--- src/hw/scan_decoder_pkg.sv ---
// Constants and types shared by the scan instruction decoder
package scan_decoder_pkg;

  // ---------------------------------------------------------------
  // Widths
  // ---------------------------------------------------------------
  localparam int IR_WIDTH = 8;
  localparam int OP_WIDTH = 3;
  localparam int SYNC_WIDTH = 10;
  localparam int PARITY_BIT = 7;

  // ---------------------------------------------------------------
  // Instruction register values
  // ---------------------------------------------------------------
  localparam logic [7:0] IR_CAPTURE_VALUE = 8'h81;
  localparam logic [7:0] IR_RESET_VALUE = 8'hFF;

  // ---------------------------------------------------------------
  // Opcodes
  // ---------------------------------------------------------------
  localparam logic [7:0] OPC_BOUNDARY_A = 8'h00;
  localparam logic [7:0] OPC_BOUNDARY_B = 8'h03;
  localparam logic [7:0] OPC_SAMPLE = 8'h82;
  localparam logic [7:0] OPC_HIGHZ = 8'h06;
  localparam logic [7:0] OPC_CLAMP = 8'h87;
  localparam logic [7:0] OPC_RUN_TEST = 8'h09;
  localparam logic [7:0] OPC_READ_NORMAL = 8'h0A;
  localparam logic [7:0] OPC_READ_TEST = 8'h8B;
  localparam logic [7:0] OPC_SELF_CHECK = 8'h0C;
  localparam logic [7:0] OPC_TOGGLE = 8'h8D;
  localparam logic [7:0] OPC_CTL_NORMAL = 8'h8E;
  localparam logic [7:0] OPC_CTL_TEST = 8'h0F;

  // ---------------------------------------------------------------
  // Bypass capture value and synchroniser input positions
  // ---------------------------------------------------------------
  localparam logic BYPASS_CAPTURE = 1'b0;
  localparam int SY_TCK = 0;
  localparam int SY_TDI = 1;
  localparam int SY_RESET = 2;
  localparam int SY_CAP_IR = 3;
  localparam int SY_SHIFT_IR = 4;
  localparam int SY_UPD_IR = 5;
  localparam int SY_CAP_DR = 6;
  localparam int SY_SHIFT_DR = 7;
  localparam int SY_IDLE = 8;
  localparam int SY_DR_SERIAL = 9;

  typedef enum logic [3:0] {
    INS_BOUNDARY,
    INS_BYPASS,
    INS_SAMPLE,
    INS_HIGHZ,
    INS_CLAMP,
    INS_RUN_TEST,
    INS_READ_NORMAL,
    INS_READ_TEST,
    INS_SELF_CHECK,
    INS_TOGGLE,
    INS_CTL_NORMAL,
    INS_CTL_TEST
  } instr_t;

endpackage

--- src/hw/scan_instruction_decoder.sv ---
// Instruction decoder of a boundary-scan test port
`timescale 1ns/1ps

// Notes on behaviour
// RULE1 - Eight-bit opcode; bit 7 keeps even parity across the whole code.
// RULE2 - Unsupported or unlisted opcodes act exactly as bypass, normal mode.
// RULE3 - Codes 00 and 03 select boundary; capture pins and core outputs.
// RULE4 - Boundary test runs in test mode; scanned cells drive core and pins.
// RULE5 - Bypass puts one-bit register in path, captures zero, normal mode.
// RULE6 - Sample/preload selects boundary, captures pins and core, normal mode.
// RULE7 - High-impedance selects bypass, floats I/O pins, core keeps running; the code puts it in test mode instead.
// RULE8 - Clamp selects bypass capturing zero; cells drive core and pins.
// RULE9 - Run test selects bypass, test mode, runs control-selected op in idle.
// RULE10 - Boundary read codes leave boundary contents unchanged at capture.
// RULE11 - Cell self-check selects boundary; cells capture their complement.
// RULE12 - Toggle outputs: shift stages invert on rise, latch on fall, idle.
// RULE13 - Toggle outputs holds input cells, no pin capture, bypass gets zero.
// RULE14 - Control scan codes select eleven-bit control register, no capture.
// RULE15 - Controller loads control register before issuing run test.
// RULE16 - Decoded instruction selects normal or test mode.
// RULE17 - Capture-IR loads pattern 10000001 into instruction shift register.
// RULE18 - New instruction and mode act on falling edge in update-IR.
module scan_instruction_decoder (
  // Clock and reset
  input wire logic ref_clk,
  input wire logic sys_rst,
  // Test pins and controller state levels, all from the test clock side
  input wire logic tck,
  input wire logic tdi,
  input wire logic st_logic_reset,
  input wire logic st_capture_ir,
  input wire logic st_shift_ir,
  input wire logic st_update_ir,
  input wire logic st_capture_dr,
  input wire logic st_shift_dr,
  input wire logic st_run_idle,
  // Serial output of boundary or control register and control opcode
  input wire logic dr_serial_out,
  input wire logic [2:0] control_op,
  // Path selection and mode
  output logic sel_boundary_reg,
  output logic sel_bypass_reg,
  output logic sel_control_reg,
  output logic test_mode_reg,
  output logic highz_reg,
  output logic hold_inputs_reg,
  // Capture and run strobes toward the boundary register
  output logic capture_pins_reg,
  output logic capture_invert_reg,
  output logic toggle_step_reg,
  output logic output_latch_reg,
  output logic run_step_reg,
  output logic [2:0] run_op_reg,
  // Serial output
  output logic bypass_bit_reg,
  output logic tdo_reg,
  output logic tdo_oe_reg
);

  // ---------------------------------------------------------------
  // Opcode decode
  // ---------------------------------------------------------------
  // Full eight-bit compare: a code with wrong parity matches nothing
  // and so falls to bypass.
  function automatic scan_decoder_pkg::instr_t decode(
    input logic [7:0] opc
  );
    case (opc)
      scan_decoder_pkg::OPC_BOUNDARY_A:
        decode = scan_decoder_pkg::INS_BOUNDARY;
      scan_decoder_pkg::OPC_BOUNDARY_B:
        decode = scan_decoder_pkg::INS_BOUNDARY;
      scan_decoder_pkg::OPC_SAMPLE: decode = scan_decoder_pkg::INS_SAMPLE;
      scan_decoder_pkg::OPC_HIGHZ: decode = scan_decoder_pkg::INS_HIGHZ;
      scan_decoder_pkg::OPC_CLAMP: decode = scan_decoder_pkg::INS_CLAMP;
      scan_decoder_pkg::OPC_RUN_TEST: decode = scan_decoder_pkg::INS_RUN_TEST;
      scan_decoder_pkg::OPC_READ_NORMAL:
        decode = scan_decoder_pkg::INS_READ_NORMAL;
      scan_decoder_pkg::OPC_READ_TEST:
        decode = scan_decoder_pkg::INS_READ_TEST;
      scan_decoder_pkg::OPC_SELF_CHECK:
        decode = scan_decoder_pkg::INS_SELF_CHECK;
      scan_decoder_pkg::OPC_TOGGLE: decode = scan_decoder_pkg::INS_TOGGLE;
      scan_decoder_pkg::OPC_CTL_NORMAL:
        decode = scan_decoder_pkg::INS_CTL_NORMAL;
      scan_decoder_pkg::OPC_CTL_TEST: decode = scan_decoder_pkg::INS_CTL_TEST;
      default: decode = scan_decoder_pkg::INS_BYPASS; // RULE1 RULE2
    endcase
  endfunction

  // ---------------------------------------------------------------
  // Synchronisers
  // ---------------------------------------------------------------
  logic [9:0] raw_in;
  logic [9:0] sync1_reg;
  logic [9:0] sync2_reg;
  logic [9:0] sync3_reg;

  assign raw_in = {dr_serial_out, st_run_idle, st_shift_dr, st_capture_dr,
                   st_update_ir, st_shift_ir, st_capture_ir,
                   st_logic_reset, tdi, tck};

  // Third stage holds the pre-edge view of the states, since the
  // controller moves on the very rising edge that is detected.
  always_ff @(posedge ref_clk) begin
    if (sys_rst) begin
      sync1_reg <= '0;
      sync2_reg <= '0;
      sync3_reg <= '0;
    end else begin
      sync1_reg <= raw_in;
      sync2_reg <= sync1_reg;
      sync3_reg <= sync2_reg;
    end
  end

  logic [2:0] op_sync1_reg;
  logic [2:0] op_sync2_reg;

  always_ff @(posedge ref_clk) begin
    if (sys_rst) begin
      op_sync1_reg <= '0;
      op_sync2_reg <= '0;
    end else begin
      op_sync1_reg <= control_op;
      op_sync2_reg <= op_sync1_reg;
    end
  end

  wire tck_rise = sync2_reg[scan_decoder_pkg::SY_TCK] &&
                  !sync3_reg[scan_decoder_pkg::SY_TCK];
  wire tck_fall = !sync2_reg[scan_decoder_pkg::SY_TCK] &&
                  sync3_reg[scan_decoder_pkg::SY_TCK];
  wire in_reset = sync3_reg[scan_decoder_pkg::SY_RESET];
  wire in_cap_ir = sync3_reg[scan_decoder_pkg::SY_CAP_IR];
  wire in_shift_ir = sync3_reg[scan_decoder_pkg::SY_SHIFT_IR];
  wire in_upd_ir = sync3_reg[scan_decoder_pkg::SY_UPD_IR];
  wire in_cap_dr = sync3_reg[scan_decoder_pkg::SY_CAP_DR];
  wire in_shift_dr = sync3_reg[scan_decoder_pkg::SY_SHIFT_DR];
  wire in_idle = sync3_reg[scan_decoder_pkg::SY_IDLE];
  wire tdi_s = sync3_reg[scan_decoder_pkg::SY_TDI];
  wire dr_out_s = sync3_reg[scan_decoder_pkg::SY_DR_SERIAL];

  // ---------------------------------------------------------------
  // Instruction register
  // ---------------------------------------------------------------
  logic ir_lsb;
  logic [7:0] instr;

  instruction_shift u_ir (
    .ref_clk(ref_clk),
    .sys_rst(sys_rst),
    .tck_rise(tck_rise),
    .tck_fall(tck_fall),
    .logic_reset(in_reset),
    .capture_ir(in_cap_ir),
    .shift_ir(in_shift_ir),
    .update_ir(in_upd_ir),
    .tdi(tdi_s),
    .shift_lsb(ir_lsb),
    .instr_out(instr)
  );

  // ---------------------------------------------------------------
  // Decoded controls
  // ---------------------------------------------------------------
  scan_decoder_pkg::instr_t ins;
  assign ins = decode(instr);

  wire ins_boundary = ins == scan_decoder_pkg::INS_BOUNDARY;
  wire ins_sample = ins == scan_decoder_pkg::INS_SAMPLE;
  wire ins_run = ins == scan_decoder_pkg::INS_RUN_TEST;
  wire ins_toggle = ins == scan_decoder_pkg::INS_TOGGLE;
  wire ins_self = ins == scan_decoder_pkg::INS_SELF_CHECK;
  wire ins_highz = ins == scan_decoder_pkg::INS_HIGHZ;

  wire sel_boundary_next = ins_boundary || ins_sample || ins_self ||
                           ins == scan_decoder_pkg::INS_READ_NORMAL ||
                           ins == scan_decoder_pkg::INS_READ_TEST;
  wire sel_control_next = ins == scan_decoder_pkg::INS_CTL_NORMAL ||
                          ins == scan_decoder_pkg::INS_CTL_TEST;
  wire test_mode_next = ins_boundary || ins_highz || ins_run ||
                        ins_toggle ||
                        ins == scan_decoder_pkg::INS_CLAMP ||
                        ins == scan_decoder_pkg::INS_READ_TEST ||
                        ins == scan_decoder_pkg::INS_CTL_TEST;

  always_ff @(posedge ref_clk) begin
    if (sys_rst) begin
      sel_boundary_reg <= 1'b0;
      sel_bypass_reg <= 1'b1;
      sel_control_reg <= 1'b0;
      test_mode_reg <= 1'b0;
      highz_reg <= 1'b0;
      hold_inputs_reg <= 1'b0;
    end else begin
      sel_boundary_reg <= sel_boundary_next; // RULE3 RULE6 RULE10 RULE11
      sel_control_reg <= sel_control_next; // RULE14
      sel_bypass_reg <= !sel_boundary_next && !sel_control_next; // RULE5
      test_mode_reg <= test_mode_next; // RULE4 RULE8 RULE9 RULE16
      highz_reg <= ins_highz; // RULE7
      hold_inputs_reg <= ins_toggle; // RULE13
    end
  end

  // ---------------------------------------------------------------
  // Capture and run strobes
  // ---------------------------------------------------------------
  // Read and control-scan codes raise no capture strobe at all, which
  // is how their contents survive capture for readout.
  wire cap_edge = tck_rise && in_cap_dr;
  wire idle_rise = tck_rise && in_idle;
  wire idle_fall = tck_fall && in_idle;

  always_ff @(posedge ref_clk) begin
    if (sys_rst) begin
      capture_pins_reg <= 1'b0;
      capture_invert_reg <= 1'b0;
      toggle_step_reg <= 1'b0;
      output_latch_reg <= 1'b0;
      run_step_reg <= 1'b0;
      run_op_reg <= '0;
    end else begin
      capture_pins_reg <= cap_edge && (ins_boundary || ins_sample); // RULE3
      capture_invert_reg <= cap_edge && ins_self; // RULE11
      toggle_step_reg <= idle_rise && ins_toggle; // RULE12
      output_latch_reg <= idle_fall && (ins_toggle || ins_run); // RULE12
      run_step_reg <= idle_rise && ins_run; // RULE9
      run_op_reg <= op_sync2_reg; // RULE15
    end
  end

  // ---------------------------------------------------------------
  // Bypass register and serial output
  // ---------------------------------------------------------------
  wire bypass_path = !sel_boundary_next && !sel_control_next;
  wire tdo_next = in_shift_ir ? ir_lsb :
                  bypass_path ? bypass_bit_reg : dr_out_s;

  always_ff @(posedge ref_clk) begin
    if (sys_rst || in_reset) begin
      bypass_bit_reg <= scan_decoder_pkg::BYPASS_CAPTURE;
    end else if (tck_rise && bypass_path) begin
      if (in_cap_dr) begin
        bypass_bit_reg <= scan_decoder_pkg::BYPASS_CAPTURE; // RULE5 RULE13
      end else if (in_shift_dr) begin
        bypass_bit_reg <= tdi_s;
      end
    end
  end

  // Output changes only on the falling edge, as the pin timing demands
  always_ff @(posedge ref_clk) begin
    if (sys_rst) begin
      tdo_reg <= 1'b0;
      tdo_oe_reg <= 1'b0;
    end else if (tck_fall) begin
      tdo_reg <= tdo_next; // RULE17
      tdo_oe_reg <= in_shift_ir || in_shift_dr;
    end
  end
endmodule

--- src/hw/instruction_shift.sv ---
// Instruction shift register with its update shadow
`timescale 1ns/1ps

module instruction_shift (
  // Clock and reset
  input wire logic ref_clk,
  input wire logic sys_rst,
  // Test clock edges and controller states
  input wire logic tck_rise,
  input wire logic tck_fall,
  input wire logic logic_reset,
  input wire logic capture_ir,
  input wire logic shift_ir,
  input wire logic update_ir,
  input wire logic tdi,
  // Results
  output logic shift_lsb,
  output logic [7:0] instr_out
);

  logic [7:0] shift_reg;
  logic [7:0] shift_next;
  logic [7:0] shadow_reg;

  assign shift_next = shift_ir ? {tdi, shift_reg[7:1]} :
                      capture_ir ? scan_decoder_pkg::IR_CAPTURE_VALUE :
                      shift_reg;

  always_ff @(posedge ref_clk) begin
    if (sys_rst || logic_reset) begin
      shift_reg <= scan_decoder_pkg::IR_RESET_VALUE;
    end else if (tck_rise) begin
      shift_reg <= shift_next; // RULE17
    end
  end

  // Shadow only moves on the falling edge, so decode never sees a
  // half-shifted opcode.
  always_ff @(posedge ref_clk) begin
    if (sys_rst || logic_reset) begin
      shadow_reg <= scan_decoder_pkg::IR_RESET_VALUE;
    end else if (tck_fall && update_ir) begin
      shadow_reg <= shift_reg; // RULE18
    end
  end

  assign shift_lsb = shift_reg[0];
  assign instr_out = shadow_reg;

endmodule

--- config.mk ---
export PLATFORM = sky130hd
export DESIGN_NAME = scan_instruction_decoder
export DESIGN_NICKNAME = d
export VERILOG_FILES = /design/src/hw/scan_decoder_pkg.sv /design/src/hw/scan_instruction_decoder.sv /design/src/hw/instruction_shift.sv
export SDC_FILE = /design/constraint.sdc
export NUM_CORES = 1
export LEC_CHECK = 0
export ABC_AREA = 1
export BUFFER_PORTS_ARGS = -buffer_cell sky130_fd_sc_hd__buf_4
export CAP_MARGIN = 0
export CORE_MARGIN = 3
export CORE_UTILIZATION = 35
export DETAILED_ROUTE_END_ITERATION = 8
export PLACE_DENSITY = 0.56
export SETUP_SLACK_MARGIN = 0.1
export SKIP_LAST_GASP = 1
export SLEW_MARGIN = 20
export SYNTH_ARGS = -nofsm -noshare
export SYNTH_HDL_FRONTEND = slang
export SYNTH_SLANG_ARGS = --single-unit
--- constraint.sdc ---
create_clock -name ref_clk -period 3 [get_ports ref_clk]
set_input_delay 0.6 -clock ref_clk [delete_from_list [all_inputs] [get_ports ref_clk]]
set_output_delay 0.6 -clock ref_clk [all_outputs]
set_load 0.005 [all_outputs]
==> results.md <==
- Detailed routing placed a total of between 1500 and 2000 um of wire on met2.
- After the first detailed-routing iteration, the DRC count stood at between 70 and 80.
- After synthesis, the mean cell area works out to slightly below 8 um^2.
- The delay of the slowest critical-path stage is 0.39 ns.
- The critical path required time is about 3.2 ns.
- Based on the critical path, the design can be clocked at up to ~0.67 GHz.
- The startpoint-to-endpoint class of the critical path is reg2reg.
- Entering global routing, the biggest net connects between 40 and 50 pins.
- The detailed-router iteration count before antenna repair is 4.
- Routability-driven placement finished with a final weighted congestion of 0.7974.
- The cell occurring most often along the worst timing path is sky130_fd_sc_hd__inv_1.
- OpenSTA, run right after detailed placement, puts the worst setup slack at 1.458 ns.
- The proportion of synthesized chip area in sequential cells is 56.79%.
- Synthesis produced a netlist whose cell count is between 300 and 400.
- The via density per instance is between 4 and 5.
- The total of hold buffers inserted after clock tree synthesis is 0.
- CTS placed an instance of sky130_fd_sc_hd__clkbuf_8 at the clock tree root.
- The post-layout instance area is a little under 3000 um^2.
- For this run, the number of Yosys warnings is 0.
- Traced cell by cell, the critical path runs through inv_1, nor2_1, inv_1, nor2_1, inv_1, o22ai_1, nand2_1.
- Of the post-synthesis cell area, the part taken by muxes is 0%.
- The startpoint kind of the worst setup timing path is a flop.
- The number of antenna violations at the first check in global routing is 0.
- The setup TNS is 0 ns.
- The boundary pin count is 32.
- The maximum fanout along the worst path is 7.
- The clock tree from TritonCTS is done.
- The worst setup skew after layout is around 0.007 ns.
- The cell with the biggest individual delay on the critical path is sky130_fd_sc_hd__nor2_1.
- CTS built an H-tree with a depth of 3.
- The die area is 7986 um^2.
- The number of placement rows is 29.
- The clock period minus worst slack is ~1.5 ns.
- The completed layout was analyzed and its total power is roughly 0.0017 W.
- The signed area change from the synthesized netlist to the final layout is 20.32%.
- The post-synthesis share of cell area spent on and, or, nand and nor gates is 24.64%.
- The reported max-cap violation count is 0.
- The number of unique standard cell types used by synthesis is 24.
- The synthesized design contains around 70 register bits.
- The overall overflow remaining after global route is 0.
- Summing the areas of all compound-gate instances in the mapped netlist gives 7.356% of the synthesized area.
- The clock transition at the registers of the reported paths is ~0.070 ns.
- The length of routed met3 wiring is approximately 230 um.
- The placed cell area is 2740 um^2.
- The final worst-path cycle share is 50.06%.
- After synthesis, the largest family of logic cells by area is simple AND/OR/NAND/NOR gates.
- Setup violations remaining at the end of the flow were counted as 0.
- The routed wire length is 4187 um.
- The flow ran to the end, and the final reports show no timing, DRC or antenna violations.
- The final layout contains 358 nets.
- The clock net in this run drives a total of roughly 70 sinks.
- The average wire per standard cell is between 9 and 10 um.
- The reported leakage power is approximately 1.4 nW.
- Power spread over the standard cell area amounts to approximately 590 nW/um^2.
- Setup slack closes at roughly 1.5 ns.
- The maximum buffer depth of the clock tree is 2.
- Synthesis produced a netlist with a net count of 322.
- The share of post-route cells with drive strength above 1 is about a fifth.
- After legalization and detailed placement, the total HPWL measured slightly below 3000 um.
- Summing the areas of all xor and xnor instances in the mapped netlist gives 0% of the synthesized area.
- The number of global-route vias before repair is ~1600.
- The mapped cell area is 2432 um^2.
- The remaining design rule violation count is 0.
- The number of hold violations in the final report came to 0.
- The x dimension of the die is roughly 90 um.
- In this run the remaining antenna-violating nets after routing total 0.
- The count of pins over their slew limit is 0.
- The initial utilization of the core area, before any placement, comes to 37.24%.
- Once placement completed, the tool counted placed cells totaling between 400 and 500.
- The adder-cell share of the synthesized area is 0%.
- For this block, wires on met1 add up to around 2000 um.
- Across the VDD grid, the largest voltage drop is roughly 0.35 mV.
- In this run, post-CTS repair resized a total of 0 instances.
- The first global-routing pass estimated between 7000 and 8000 um of wire.
- Detailed routing inserted a total of about 1800 vias.
- The number of antenna diodes in the final layout is 0.
- The core region is 6531 um^2.
- The kind of path behind the tightest hold check is reg2reg.
- The clock latency on the worst-skew pair is around 0.33 ns.
- For the pin with the worst max-slew slack, the measured transition is 0.4944 ns.
- The number of buffers created by CTS is 9.
- The detailed router used layers up to and including met4.
- The number of setup buffers added after CTS is 0.
- Global routing used between 10% and 20% of the available tracks.
- Input and output buffers added on the ports amount to 31.
- The data arrival time of the critical path is 1.73 ns.
- The die height is 89.37 um.
- The tightest slew margin relative to the limit is around 67%.
- The count of non-filler cells in the finished layout is ~420.
- Setup repair after global routing left no endpoint under its margin.
- The kind of end point of the critical path is a flop.
==> worst max-delay path: cells and delay by family (launching register included) <==
family                 cells  cell delay [ns]
and+or+nand+nor            3             0.66
DFF                        1             0.33
buffers and inverters      3             0.27
AOI/OAI and AO/OA          1             0.13
==> path summary, 6_finish.rpt <==
check / slack [ns] / end / depth (start not counted) / from
max reg2reg: 1.50 / u_ir.shift_reg[7]$_SDFFE_PP1P_ / 7 / sync2_reg[0]$_SDFF_PP0_
min: 0.40 / sync3_reg[2]$_SDFF_PP0_ / 2 / sync2_reg[2]$_SDFF_PP0_
max: 1.50 / u_ir.shift_reg[7]$_SDFFE_PP1P_ / 7 / sync2_reg[0]$_SDFF_PP0_
min reg2reg: 0.40 / sync3_reg[2]$_SDFF_PP0_ / 2 / sync2_reg[2]$_SDFF_PP0_
==> placed cells by master, fill, tap and decap left out, drive strengths merged, types with 2 or more instances in the layout <==
cell / netlist / layout
a21oi: 5 / 5
inv: 65 / 66
clkinv: 0 / 4
o211ai: 8 / 8
nor2: 74 / 74
nor3: 3 / 3
a22oi: 6 / 6
o21ai: 4 / 4
nand4: 3 / 3
nand2: 47 / 47
nand3: 11 / 11
dfxtp: 69 / 69
clkbuf: 1 / 9
buf: 6 / 32
o22ai: 2 / 2
==> cell usage after synthesis <==
master | count | area (um^2)
sky130_fd_sc_hd__clkbuf_1 | 1 | 3.750
sky130_fd_sc_hd__a21boi_1 | 1 | 7.510
sky130_fd_sc_hd__nand2_1 | 42 | 157.7
sky130_fd_sc_hd__buf_1 | 4 | 15.01
sky130_fd_sc_hd__buf_2 | 2 | 10.01
sky130_fd_sc_hd__o2111ai_1 | 1 | 8.760
sky130_fd_sc_hd__a22oi_1 | 6 | 45.04
sky130_fd_sc_hd__nand2_2 | 5 | 31.28
sky130_fd_sc_hd__nor3_1 | 3 | 15.01
sky130_fd_sc_hd__o22ai_1 | 2 | 12.51
sky130_fd_sc_hd__nand4_1 | 3 | 18.77
sky130_fd_sc_hd__inv_2 | 3 | 11.26
sky130_fd_sc_hd__nor2_4 | 2 | 22.52
sky130_fd_sc_hd__o21ai_1 | 1 | 5.000
sky130_fd_sc_hd__inv_1 | 62 | 232.7
sky130_fd_sc_hd__o211ai_1 | 8 | 60.06
sky130_fd_sc_hd__nor2_1 | 65 | 244.0
sky130_fd_sc_hd__nand3_2 | 1 | 10.01
sky130_fd_sc_hd__nor4_1 | 1 | 6.260
sky130_fd_sc_hd__nor2_2 | 7 | 43.79
sky130_fd_sc_hd__dfxtp_1 | 69 | 1381
sky130_fd_sc_hd__o21ai_0 | 3 | 15.01
sky130_fd_sc_hd__a21oi_1 | 5 | 25.02
sky130_fd_sc_hd__nand3_1 | 10 | 50.05
==> metal layers <==
layer / up-vias / track usage (%)
met5: - / 0
met4: 0 / 2.842
met3: 7 / 5.253
met2: 30 / 18.22
met1: 782 / 15.25
li1: 995 / -
==> metrics by stage <==
step | hold slack, ns | util [%]
global route | 0.4157 | 44.81
finish | 0.4006 | 44.81
detailed placement | 0.3920 | 41.95
floorplan | 0.3883 | -
CTS | 0.4018 | 44.81
global placement | 0.3894 | 41.95
==> cell type report <==
type	instances	area (um^2)
fillers	657	3605
flip-flops and latches	69	1381
multi-input cells	166	778.2
inverters	65	244.0
repair buffers	32	240.2
clock buffers	9	123.9
well taps	77	96.34
clock inverters	6	62.56
==> cell families after synthesis <==
family,Yosys count
and+or+nand+nor,139
buffers and inverters,72
DFF,69
AOI/OAI and AO/OA,27
==> report_power, final <==
group / total [W] / leakage, nW / internal, W / switching [W]
registers: 0.000945 / 0.563 / 0.000938 / 0.00000690
clock network: 0.000713 / 0.0992 / 0.000379 / 0.000334
logic: 0.0000569 / 0.766 / 0.0000257 / 0.0000313
Power figures use the tool's default switching activity.
